$ cat config.mk
export PLATFORM = sky130hd
export DESIGN_NAME = instr_exec
export DESIGN_NICKNAME = d
export VERILOG_FILES = /design/src/exec_pkg.sv /design/src/instr_exec.sv
export SDC_FILE = /design/constraint.sdc
export NUM_CORES = 1
export LEC_CHECK = 0
export BUFFER_PORTS_ARGS = -buffer_cell sky130_fd_sc_hd__buf_4
export CORE_MARGIN = 2
export CORE_UTILIZATION = 40
export CTS_CLUSTER_SIZE = 20
export DETAILED_ROUTE_END_ITERATION = 8
export HOLD_SLACK_MARGIN = 0.03
export SETUP_SLACK_MARGIN = 0.15
export SLEW_MARGIN = 15
export SYNTH_ARGS = -nofsm -noshare
export SYNTH_HDL_FRONTEND = slang
export SYNTH_SLANG_ARGS = --single-unit
$ cat constraint.sdc
create_clock -name clk_sys -period 4.35 [get_ports clk_sys]
set_clock_uncertainty 0.1 [all_clocks]
set_input_delay 0.6525 -clock clk_sys [delete_from_list [all_inputs] [get_ports clk_sys]]
set_output_delay 0.6525 -clock clk_sys [all_outputs]
set_load 0.01 [all_outputs]
$ cat src/exec_pkg.sv
/*
  Constants for the branch, logic and I/O-page instruction executor:
  opcode encodings, field positions, cycle counts and reset values.
  Assumes a 14-bit instruction word from program memory, one per fetch.
*/
package exec_pkg;

  // ----------------------------------------------------------------
  // Widths
  // ----------------------------------------------------------------
  localparam int PC_W   = 11;
  localparam int OP_W   = 14;
  localparam int STK_D  = 8;
  localparam int SP_W   = 3;

  // ----------------------------------------------------------------
  // Opcode encodings (chosen)
  // ----------------------------------------------------------------
  localparam logic [13:0] TRAP_CODE   = 14'h0001;
  localparam logic [13:0] TRET_CODE   = 14'h0002;
  localparam logic [5:0]  ORLIT_HI    = 6'h28;   // [13:8]
  localparam logic [5:0]  ORFILE_HI   = 6'h03;   // [13:8], d in [7]
  localparam logic [6:0]  MOVAF_HI    = 7'h01;   // [13:7]
  localparam logic [9:0]  IO_PAGE_STORE_OP_HI     = 10'h004; // [13:4]
  localparam logic [9:0]  IOLD_HI     = 10'h005; // [13:4]
  localparam logic [2:0]  JMP_HI      = 3'h6;    // [13:11]
  localparam logic [2:0]  CALL_HI     = 3'h7;    // [13:11]

  // ----------------------------------------------------------------
  // Operand limits, vectors, cycle counts, reset values
  // ----------------------------------------------------------------
  localparam logic [3:0]    IO_MIN      = 4'h5;
  localparam logic [3:0]    IO_MAX      = 4'hf;
  localparam logic [PC_W-1:0] TRAP_VEC  = 11'h001;
  localparam logic [PC_W-1:0] PC_RST    = 11'h000;
  localparam logic [1:0]    TRAP_CYC    = 2'h3;
  localparam logic [1:0]    BRANCH_CYC  = 2'h2;
  localparam logic [7:0]    ACC_RST     = 8'h00;

  typedef enum logic [1:0] {
    ST_RUN  = 2'b00,
    ST_WAIT = 2'b01
  } exec_state_e;

endpackage : exec_pkg

$ cat src/instr_exec.sv
/*
  Executor for trap, OR, accumulator-to-file move, I/O-page moves,
  far jump/call and trap return.
  Assumes program memory returns op_word for pc within the same cycle;
  file and I/O-page registers are arrays inside this module.
*/
`timescale 1ns/1ps
`default_nettype none
module instr_exec
  import exec_pkg::*;
(
  input  wire logic            clk_sys,     // 40 MHz core clock
  input  wire logic            rst,         // Async reset, active high
  input  wire logic [OP_W-1:0] op_word,     // Opcode fetched at pc
  output logic      [PC_W-1:0] pc,          // Program counter
  output logic      [7:0]      accumulator, // Working register
  output logic                 zero_flag,   // Z status
  output logic                 global_irq_enable, // Interrupt enable
  output logic                 busy         // Multi-cycle op stalling
);

  // ----------------------------------------------------------------
  // State
  // ----------------------------------------------------------------
  exec_state_e      state_ff, nxt_state;
  logic [1:0]       wait_ff, nxt_wait;
  logic [PC_W-1:0]  pc_ff, nxt_pc;
  logic [7:0]       acc_ff, nxt_acc;
  logic             z_ff, nxt_z;
  logic             gie_ff, nxt_gie;
  logic [SP_W-1:0]  sp_ff, nxt_sp;
  logic [PC_W-1:0]  stack_ff [STK_D];
  logic [7:0]       file_ff  [128];
  logic [7:0]       io_ff    [16];

  logic             push, file_we, io_we;
  logic [7:0]       file_wd, or_res;
  logic [6:0]       faddr;
  logic [3:0]       ioaddr;
  logic [PC_W-1:0]  pc_next_seq;

  function automatic logic io_ok(input logic [3:0] a);
    io_ok = (a >= IO_MIN) && (a <= IO_MAX);
  endfunction : io_ok

  assign faddr       = op_word[6:0];
  assign ioaddr      = op_word[3:0];
  assign pc_next_seq = pc_ff + 11'h001;

  // ----------------------------------------------------------------
  // Decode and execute
  // ----------------------------------------------------------------
  always_comb begin
    nxt_state = state_ff;
    nxt_wait  = wait_ff;
    nxt_pc    = pc_ff;
    nxt_acc   = acc_ff;
    nxt_z     = z_ff;
    nxt_gie   = gie_ff;
    nxt_sp    = sp_ff;
    push      = 1'b0;
    file_we   = 1'b0;
    io_we     = 1'b0;
    file_wd   = acc_ff;
    or_res    = 8'h00;
    case (state_ff)
      ST_RUN: begin
        nxt_pc = pc_next_seq;
        if (op_word == TRAP_CODE) begin
          push      = 1'b1;
          nxt_sp    = sp_ff + 3'h1;
          nxt_pc    = TRAP_VEC;
          nxt_state = ST_WAIT;
          nxt_wait  = TRAP_CYC - 2'h1;
        end else if (op_word == TRET_CODE) begin
          nxt_sp    = sp_ff - 3'h1;
          nxt_pc    = stack_ff[sp_ff - 3'h1];
          nxt_gie   = 1'b1;
          nxt_state = ST_WAIT;
          nxt_wait  = BRANCH_CYC - 2'h1;
        end else if (op_word[13:11] == JMP_HI) begin
          nxt_pc    = op_word[10:0];
          nxt_state = ST_WAIT;
          nxt_wait  = BRANCH_CYC - 2'h1;
        end else if (op_word[13:11] == CALL_HI) begin
          push      = 1'b1;
          nxt_sp    = sp_ff + 3'h1;
          nxt_pc    = op_word[10:0];
          nxt_state = ST_WAIT;
          nxt_wait  = BRANCH_CYC - 2'h1;
        end else if (op_word[13:8] == ORLIT_HI) begin
          or_res  = acc_ff | op_word[7:0];
          nxt_acc = or_res;
          nxt_z   = (or_res == 8'h00);
        end else if (op_word[13:8] == ORFILE_HI) begin
          or_res = acc_ff | file_ff[faddr];
          nxt_z  = (or_res == 8'h00);
          if (op_word[7]) begin
            file_we = 1'b1;
            file_wd = or_res;
          end else begin
            nxt_acc = or_res;
          end
        end else if (op_word[13:7] == MOVAF_HI) begin
          file_we = 1'b1;
        end else if (op_word[13:4] == IO_PAGE_STORE_OP_HI) begin
          io_we = io_ok(ioaddr);
        end else if (op_word[13:4] == IOLD_HI) begin
          if (io_ok(ioaddr)) begin
            nxt_acc = io_ff[ioaddr];
          end
        end
      end
      ST_WAIT: begin
        // Fetched word is discarded while the pipeline refills
        nxt_wait = wait_ff - 2'h1;
        if (wait_ff == 2'h1) begin
          nxt_state = ST_RUN;
        end
      end
      default: begin
        nxt_state = ST_RUN;
      end
    endcase
  end

  always_ff @(posedge clk_sys or posedge rst) begin
    if (rst) begin
      state_ff <= ST_RUN;
      wait_ff  <= 2'h0;
      pc_ff    <= PC_RST;
      acc_ff   <= ACC_RST;
      z_ff     <= 1'b0;
      gie_ff   <= 1'b0;
      sp_ff    <= 3'h0;
    end else begin
      state_ff <= nxt_state;
      wait_ff  <= nxt_wait;
      pc_ff    <= nxt_pc;
      acc_ff   <= nxt_acc;
      z_ff     <= nxt_z;
      gie_ff   <= nxt_gie;
      sp_ff    <= nxt_sp;
    end
  end

  // ----------------------------------------------------------------
  // Storage arrays (no reset, like RAM)
  // ----------------------------------------------------------------
  always_ff @(posedge clk_sys) begin
    if (push) begin
      stack_ff[sp_ff] <= pc_next_seq;
    end
    if (file_we) begin
      file_ff[faddr] <= file_wd;
    end
    if (io_we) begin
      io_ff[ioaddr] <= acc_ff;
    end
  end

  assign pc                = pc_ff;
  assign accumulator       = acc_ff;
  assign zero_flag         = z_ff;
  assign global_irq_enable = gie_ff;
  assign busy              = (state_ff == ST_WAIT);

  // ----------------------------------------------------------------
  // Assertions
  // ----------------------------------------------------------------
  logic run;
  assign run = (state_ff == ST_RUN);

  trap_vector_a: assert property (@(posedge clk_sys) disable iff (rst)
    run && op_word == TRAP_CODE |=> pc == TRAP_VEC && busy ##1 busy ##1 !busy
      && $stable(zero_flag))
    else $error("trap did not vector or wrong cycles");
  or_lit_a: assert property (@(posedge clk_sys) disable iff (rst)
    run && op_word[13:8] == ORLIT_HI |=>
      accumulator == ($past(accumulator) | $past(op_word[7:0])))
    else $error("or literal result wrong");
  or_file_dest_a: assert property (@(posedge clk_sys) disable iff (rst)
    run && op_word[13:8] == ORFILE_HI && op_word[7] |=> $stable(accumulator))
    else $error("or to file changed accumulator");
  io_store_a: assert property (@(posedge clk_sys) disable iff (rst)
    run && op_word[13:4] == IO_PAGE_STORE_OP_HI |=> $stable(zero_flag) && $stable(accumulator))
    else $error("io store touched flags");
  io_load_a: assert property (@(posedge clk_sys) disable iff (rst)
    run && op_word[13:4] == IOLD_HI |=> $stable(zero_flag) && !busy)
    else $error("io load touched zero flag");
  far_jump_a: assert property (@(posedge clk_sys) disable iff (rst)
    run && op_word[13:11] == JMP_HI |=> pc == $past(op_word[10:0]) && busy
      ##1 !busy && pc == $past(pc))
    else $error("far jump wrong");
  far_call_a: assert property (@(posedge clk_sys) disable iff (rst)
    run && op_word[13:11] == CALL_HI |=> sp_ff == $past(sp_ff) + 3'h1
      && stack_ff[$past(sp_ff)] == $past(pc) + 11'h001)
    else $error("far call did not push");
  move_file_a: assert property (@(posedge clk_sys) disable iff (rst)
    run && op_word[13:7] == MOVAF_HI |=> $stable(accumulator) && $stable(zero_flag))
    else $error("move to file changed state");
  trap_ret_a: assert property (@(posedge clk_sys) disable iff (rst)
    run && op_word == TRET_CODE |=> global_irq_enable && sp_ff == $past(sp_ff) - 3'h1)
    else $error("trap return wrong");
  zero_rule_a: assert property (@(posedge clk_sys) disable iff (rst)
    run && op_word[13:8] == ORLIT_HI |=> zero_flag == (accumulator == 8'h00))
    else $error("zero flag mismatch");

  trap_seen_c: cover property (@(posedge clk_sys) disable iff (rst)
    run && op_word == TRAP_CODE ##3 run && op_word == TRET_CODE);
  call_seen_c: cover property (@(posedge clk_sys) disable iff (rst)
    run && op_word[13:11] == CALL_HI);
  or_zero_c: cover property (@(posedge clk_sys) disable iff (rst)
    run && op_word[13:8] == ORFILE_HI ##1 zero_flag);

endmodule : instr_exec
`default_nettype wire

==> flow_metrics.py, run 1 <==
metrics = {
    "finish": {
        "stdcell_area_um2": 57500,
        "antenna_cells": 0,
        "area_growth_pct": 14.8,
        "fin_cells": 4489,
        "nets": 2770,
        "drive_gt1_frac": 0.253,
    },
    "synthesis": {
        "synth_most_common_cell": "edfxtp_1",
        "synthesis.instances": 2500,
        "synthArstFlopShare": 0.0213,
        "ys_warn_count": 0,
        "yosys.area_share.simple": 0.0354,
        "synth_top_family_by_area": "multiplexers",
        "synth.area.mux_share": 0.149,
        "yosys.area.top_type": "edfxtp_1",
        "synth_top_cells_by_count": "1240 x edfxtp_1, 274 x mux4_2, 187 x nor2_1",
        "synth_edf_count": 1240,
        "seq_area_frac_synth": 0.757,
        "synthDistinctLibCells": 69,
        "synth-seq-cells": 1267,
        "synth_top_area_frac": 0.744,
        "syn_area_um2": 50100,
        "synth_compound_gate_area_share": 0.0376,
        "synthXorXnorAreaFrac": 0.00227,
        "synth-adder-area-share": 0.00100,
        "syn_avg_cell_area_um2": 20.0,
        "synthTopCellsByArea": "edfxtp_1 74%, mux4_2 12%, mux2i_1 2.1%, nor2_1 1.4%, dfrtp_1 1.3%",
        "synth_top_flop_cell": "edfxtp_1",
    },
    "pwr": {
        "swShare": 0.242,
        "clockPowerShare": 0.367,
        "vdd_ir_drop_max_mv": 0.317,
        "power.switching_mw": 6.71,
        "intPower_mw": 21.0,
        "p_total_mw": 27.7,
        "powerDensity_nw_per_um2": 482,
        "p_leak_nw": 17.7,
        "p_comb_frac": 0.115,
        "seqPwrFrac": 0.518,
    },
    "route": {
        "vias": 26300,
        "via_per_inst": 5.85,
        "first_pass_iters": 6,
        "wl_met2_um": 62800,
        "routed_wirelength_um": 132000,
        "wl_met1_um": 52800,
        "top_layer": "met5",
        "dr_wl_met3_um": 11900,
        "drc": 0,
        "dr.first_iter.drc_count": 3234,
        "routedWlPerCell_um": 29.3,
        "ant_nets": 0,
    },
    "global_route": {
        "grt_max_degree": 129,
        "antenna_found_initial": 2,
        "grtUsageTotal": 0.206,
        "grt_pass1_wl_um": 190000,
        "grt-ovfl-total": 0,
        "grt_pass1_vias": 26500,
    },
    "worst_hold_path": {
        "min_path_cells": 3,
        "worst_hold_path_type": "in -> reg",
        "min_from": "op_word[7]",
        "hold-path-endpoint": "accumulator[7]",
    },
    "placed_design": {
        "port_buffers": 37,
        "hpwl_um": 85500,
        "post-place-ws_ns": -0.473,
        "placed_area_um2": 53600,
        "place_congestion": 0.911,
        "place_inst": 4263,
    },
    "critical_path": {
        "rr_worst_depth": 7,
        "regToRegSetupSlack_ns": 0.93,
        "path_max_fanout": 37,
        "r2r-end": "file_ff[71][7]",
        "path_class": "in -> reg",
        "r2r_start": "file_ff[42][7]",
        "critPathRequiredTime_ns": 4.89,
        "crit_arrival_ns": 4.76,
        "critical_path.startpoint_type": "primary input",
        "end_kind": "register",
    },
    "clock_network": {
        "cts_sinks": 1267,
        "htree_levels": 3,
        "root_buffer": "clkbuf_16",
        "cts_tree": "yes",
        "clockBufferDepth": 3,
        "clk_latency_ns": 0.74,
        "clkTransAtPathRegs_ns": 0.06,
        "post_cts_buffers": 0,
        "numCtsBuffers": 121,
    },
    "sta": {
        "slew_headroom": 0.226,
        "setup_slack_ns": 0.127,
        "setup_viol": 0,
        "maxSlewViolCount": 0,
        "fin_crit_sh": 0.971,
        "rsz0062_at_grt": "no",
        "final.min_clock_period_ns": 4.22,
        "worstMarginPinSlew_ns": 1.16,
        "fmax_mhz": 237,
        "hold_violations": 0,
    },
    "floorplan": {
        "die_x_um": 358,
        "initial_core_util": 0.404,
        "dieArea_um2": 128000,
        "fp-row-count": 129,
        "die_h_um": 358,
        "core_area_um2": 124000,
        "boundaryPins": 38,
    },
    "flow_run": {
        "drv_cap": 0,
    },
    "run_status": {
        "run_status": "finished, final reports clean",
    },
}
power groups by stage:
stage,registers (mW),logic [mW],clock network (mW)
final,14.3,3.19,10.2
after global routing,14.4,3.40,10.8
after CTS,14.3,3.21,10.3
after detailed placement,14.6,3.21,0
after global placement,14.6,3.12,0
after floorplan,14.6,1.82,0
placed cells by master (no fill, tap or decap), types with 30 or more instances in the layout:
cell type  Yosys  layout
mux4_2       274     274
clkbuf_16      0     122
edfxtp_1    1240    1240
clkinv_1       2      31
buf_4         20     194
nand2_1      107     107
conb_1         1      40
mux2i_1      107     107
buf_12         0      32
nor2_1       187     186
a22oi_1       33      33
o21ai_0       30      30
logic make-up after synthesis:
| kind of cell | after synthesis |
|---|---|
| simple gates | 404 |
| flops | 1267 |
| mux | 399 |
| other cells | 1 |
| xor+xnor | 13 |
| fa+ha+maj | 4 |
| compound gates | 251 |
| buf+inv | 161 |
how the worst max path moves through the flow:
stage | startpoint | end | slack [ns] | depth (start not counted)
after floorplan | op_word[0] | file_ff[0][0] | 0.43 | 11
after global placement | op_word[0] | zero_flag | -0.54 | 12
final | op_word[0] | zero_flag | 0.13 | 12
after CTS | op_word[0] | zero_flag | 0.29 | 12
after global routing | op_word[0] | zero_flag | 0.18 | 12
after detailed placement | op_word[0] | zero_flag | -0.47 | 12
flip-flops by register name, summed over array words and instances, names as in the netlist:
signal / cells
pc: 11
stack_ff: 88
sp_ff: 3
zero_flag: 1
io_ff: 128
wait_ff: 2
accumulator: 8
state_ff: 1
file_ff: 1024
global_irq_enable: 1
worst max-delay path: stages:
cell	delay, ns
buf_8	0.16
buf_12	0.27
buf_4	0.34
nor2b_1	0.81
a22oi_1	0.20
and3_1	0.27
a2111oi_1	0.68
buf_4	0.22
nor4_1	0.06
buf_4	0.19
nor4_1	0.53
a31o_1	0.25
layout make-up:
| type | count | area [um^2] |
|---|---|---|
| Fill cell | 10200 | 66500 |
| Sequential cell | 1267 | 37900 |
| Multi-Input combinational cell | 1111 | 11500 |
| Clock buffer | 148 | 3160 |
| Timing Repair Buffer | 229 | 2140 |
| Tap cell | 1637 | 2050 |
| Clock inverter | 77 | 654 |
| Inverter | 20 | 75.1 |
what timing repair did:
action,CTS,global route
endpoints found under the setup margin,0,1
hold endpoints to repair,0,27
hold buffers,0,1
resized for setup,0,1
routing by layer:
layer,global-route usage,vias to the layer above
met5,0,-
met4,0.0624,4
met3,0.0472,267
met2,0.329,1320
met1,0.284,13900
li1,-,10800
per-stage QoR:
stage / setup TNS [ns] / utilization / hold slack (ns)
2_1_floorplan: 0 / - / 0.363
3_3_place_gp: -32.94 / 0.433 / 0.346
3_5_place_dp: -34.18 / 0.433 / 0.350
4_1_cts: 0 / 0.464 / 0.102
5_1_grt: 0 / 0.464 / 0.297
6_report: 0 / 0.464 / 0.299
Power figures use the tool's default switching activity.
==> run 2: changes to the inputs <==
--- a/config.mk
+++ b/config.mk
@@ -5,6 +5,7 @@
 export SDC_FILE = /design/constraint.sdc
 export NUM_CORES = 1
 export LEC_CHECK = 0
+export ABC_AREA = 1
 export BUFFER_PORTS_ARGS = -buffer_cell sky130_fd_sc_hd__buf_4
 export CORE_MARGIN = 2
 export CORE_UTILIZATION = 40
==> constraint.sdc (replaced) <==
create_clock -name clk_sys -period 5.3 [get_ports clk_sys]
set_clock_uncertainty 0.1 [all_clocks]
set_input_delay 0.795 -clock clk_sys [delete_from_list [all_inputs] [get_ports clk_sys]]
set_output_delay 0.795 -clock clk_sys [all_outputs]
set_load 0.01 [all_outputs]
==> flow_metrics.py, run 2 <==
metrics = {
    "run_status": {
        "run_status": "finished, final reports clean",
    },
    "clock_network": {
        "cts_tree": "yes",
        "cts_resized": 0,
        "root_buffer": "clkbuf_16",
        "cts_sinks": 1267,
        "numCtsBuffers": 133,
        "clkTransAtPathRegs_ns": 0.06,
        "htree_levels": 4,
        "clockBufferDepth": 3,
        "clk_latency_ns": 0.74,
    },
    "sta": {
        "hold_ws_ns": 0.341,
        "setup_viol": 0,
        "hold_violations": 0,
        "fmax_mhz": 254,
        "final.min_clock_period_ns": 3.94,
        "rsz0062_at_grt": "no",
        "maxSlewViolCount": 0,
        "fin_crit_sh": 0.743,
        "setup_tns_ns": 0,
        "slew_headroom": 0.185,
        "worstMarginPinSlew_ns": 1.22,
    },
    "synthesis": {
        "synth_edf_count": 1240,
        "synth-seq-cells": 1267,
        "syn_avg_cell_area_um2": 11.3,
        "synth_top_cells_by_count": "2128 x nand2_1, 1240 x edfxtp_1, 363 x nor2_1",
        "syn_area_um2": 51800,
        "synth_top_flop_cell": "edfxtp_1",
        "seq_area_frac_synth": 0.732,
        "synthArstFlopShare": 0.0213,
        "synth_most_common_cell": "nand2_1",
        "ys_warn_count": 0,
        "synth_top_area_frac": 0.719,
        "synthDistinctLibCells": 47,
        "synthTopCellsByArea": "edfxtp_1 72%, nand2_1 15%, nor2_1 2.6%, dfrtp_1 1.3%, nand3_1 1.1%",
        "yosys.area.top_type": "edfxtp_1",
        "synthesis.instances": 4586,
    },
    "placed_design": {
        "port_buffers": 37,
        "hpwl_um": 83000,
        "place_congestion": 0.846,
    },
    "route": {
        "first_pass_iters": 6,
        "routed_wirelength_um": 142000,
        "routedWlPerCell_um": 21.6,
        "vias": 34300,
        "drc": 0,
        "via_per_inst": 5.24,
        "dr.first_iter.drc_count": 3804,
        "ant_nets": 0,
    },
    "finish": {
        "n_fill_cell": 11700,
        "largest_reg_flops": 1024,
        "antenna_cells": 0,
        "largest_register": "file_ff",
        "final_common_cell": "nand2_1",
        "top_regs": "file_ff (1024), io_ff (128), stack_ff (88)",
        "area_growth_pct": 14.1,
        "nets": 4725,
        "drive_gt1_frac": 0.0831,
        "mostFrequentLayoutCells": "2128 x nand2_1, 1240 x edfxtp_1, 361 x nor2_1",
    },
    "pwr": {
        "vdd_ir_drop_max_mv": 0.553,
        "seqPwrFrac": 0.493,
        "intPower_mw": 19.0,
        "swShare": 0.279,
        "powerDensity_nw_per_um2": 446,
        "power.switching_mw": 7.35,
        "p_comb_frac": 0.162,
        "p_leak_nw": 21.9,
        "clockPowerShare": 0.345,
    },
    "critical_path": {
        "end_kind": "register",
        "path_class": "in -> reg",
        "r2r_start": "state_ff[0]",
        "crit_arrival_ns": 4.40,
        "path_max_fanout": 101,
        "critPathRequiredTime_ns": 5.76,
        "crit_chain": "buf_4 > nor2_4 > buf_12 > nand2_1 > nand2_1 > nor2_1 > nor2_1 > nor2_1 > nand2_1 > nand3_1 > nand2_1 > nand2_1 > nand3_1 > o21ai_0 > inv_4 > buf_4",
        "critical_path.max_stage_delay_ns": 0.82,
        "crit_start": "op_word[1]",
        "critical_path.startpoint_type": "primary input",
        "path_common_cell": "nand2_1",
        "slowest_stage": "inv_4",
    },
    "global_route": {
        "grt_pass1_vias": 32700,
        "grt_max_degree": 129,
        "grtUsageTotal": 0.213,
        "grt_pass1_wl_um": 212000,
        "grt-ovfl-total": 0,
        "antenna_found_initial": 0,
    },
    "flow_run": {
        "drv_cap": 0,
    },
    "floorplan": {
        "boundaryPins": 38,
        "die_h_um": 364,
        "core_area_um2": 129000,
        "initial_core_util": 0.401,
        "dieArea_um2": 132000,
        "die_x_um": 364,
        "fp-row-count": 132,
    },
    "worst_hold_path": {
        "min_from": "op_word[9]",
        "worst_hold_path_type": "in -> reg",
    },
}
## run 2: kinds of logic after synthesis
family	count (synthesis)	synth area share
buffers and inverters	303	0.0260
AOI/OAI and AO/OA	290	0.0335
DFF	1267	0.732
xor gates and xnor gates	11	0.00186
and+or+nand+nor	2710	0.205
adders and majority gates	4	0.000967
other	1	0.0000724
## run 2: worst paths after layout
kind	end	slack [ns]	cells past startpoint
max in group asynchronous	state_ff[0]	4.17	4
hold / removal	pc[9]	0.34	5
hold reg to reg	wait_ff[0]	0.42	1
setup / recovery	file_ff[36][3]	1.36	16
setup reg to reg	file_ff[52][6]	1.65	6
min in group asynchronous	pc[1]	0.61	4
## run 2: layer usage
| layer | part of all wire | GRT usage |
|---|---|---|
| met5 | 0 | 0 |
| met4 | 0.028 | 0.0701 |
| met3 | 0.076 | 0.0314 |
| met2 | 0.46 | 0.333 |
| met1 | 0.44 | 0.307 |
## run 2: through the flow
step	power [mW]	utilization	setup WS [ns]	instance area, um^2	cells
floorplan	15.5	-	0.494	51900	4625
global placement	17.4	0.425	0.752	54800	6311
detailed placement	17.5	0.425	0.708	54800	6311
CTS	26.5	0.458	1.43	59100	6557
global route	27.3	0.458	1.18	59100	6557
finish	26.4	0.458	1.36	59100	6557
## run 2: timing repair
| item | 4_1_cts | 5_1_grt |
|---|---|---|
| hold buffers | 1 | 0 |
| endpoints found under the hold margin | 18 | 0 |
| buffers inserted | 0 | 0 |
## run 2: cell type report
| type | instances | area (um^2) | share of cell area |
|---|---|---|---|
| multi-input cells | 3055 | 12800 | 0.216 |
| inverters | 73 | 302 | 0.00511 |
| clock buffers | 175 | 3650 | 0.0619 |
| clock inverters | 70 | 602 | 0.0102 |
| well taps | 1742 | 2180 | 0.0369 |
| flip-flops and latches | 1267 | 37900 | 0.642 |
| repair buffers | 175 | 1660 | 0.0281 |
## run 2: power groups by stage
stage / registers [mW] / logic (mW) / clock network (mW)
after floorplan: 13.3 / 2.11 / 0
after global placement: 13.2 / 4.21 / 0
after detailed placement: 13.2 / 4.26 / 0
after CTS: 13.0 / 4.28 / 9.22
after global routing: 13.0 / 4.65 / 9.60
final: 13.0 / 4.27 / 9.09
## run 2: critical path, delay by kind of cell
family	cells	cell delay, ns
AND/OR/NAND/NOR	11	1.70
buffers and inverters	4	1.63
AO/OA/AOI/OAI	1	0.16
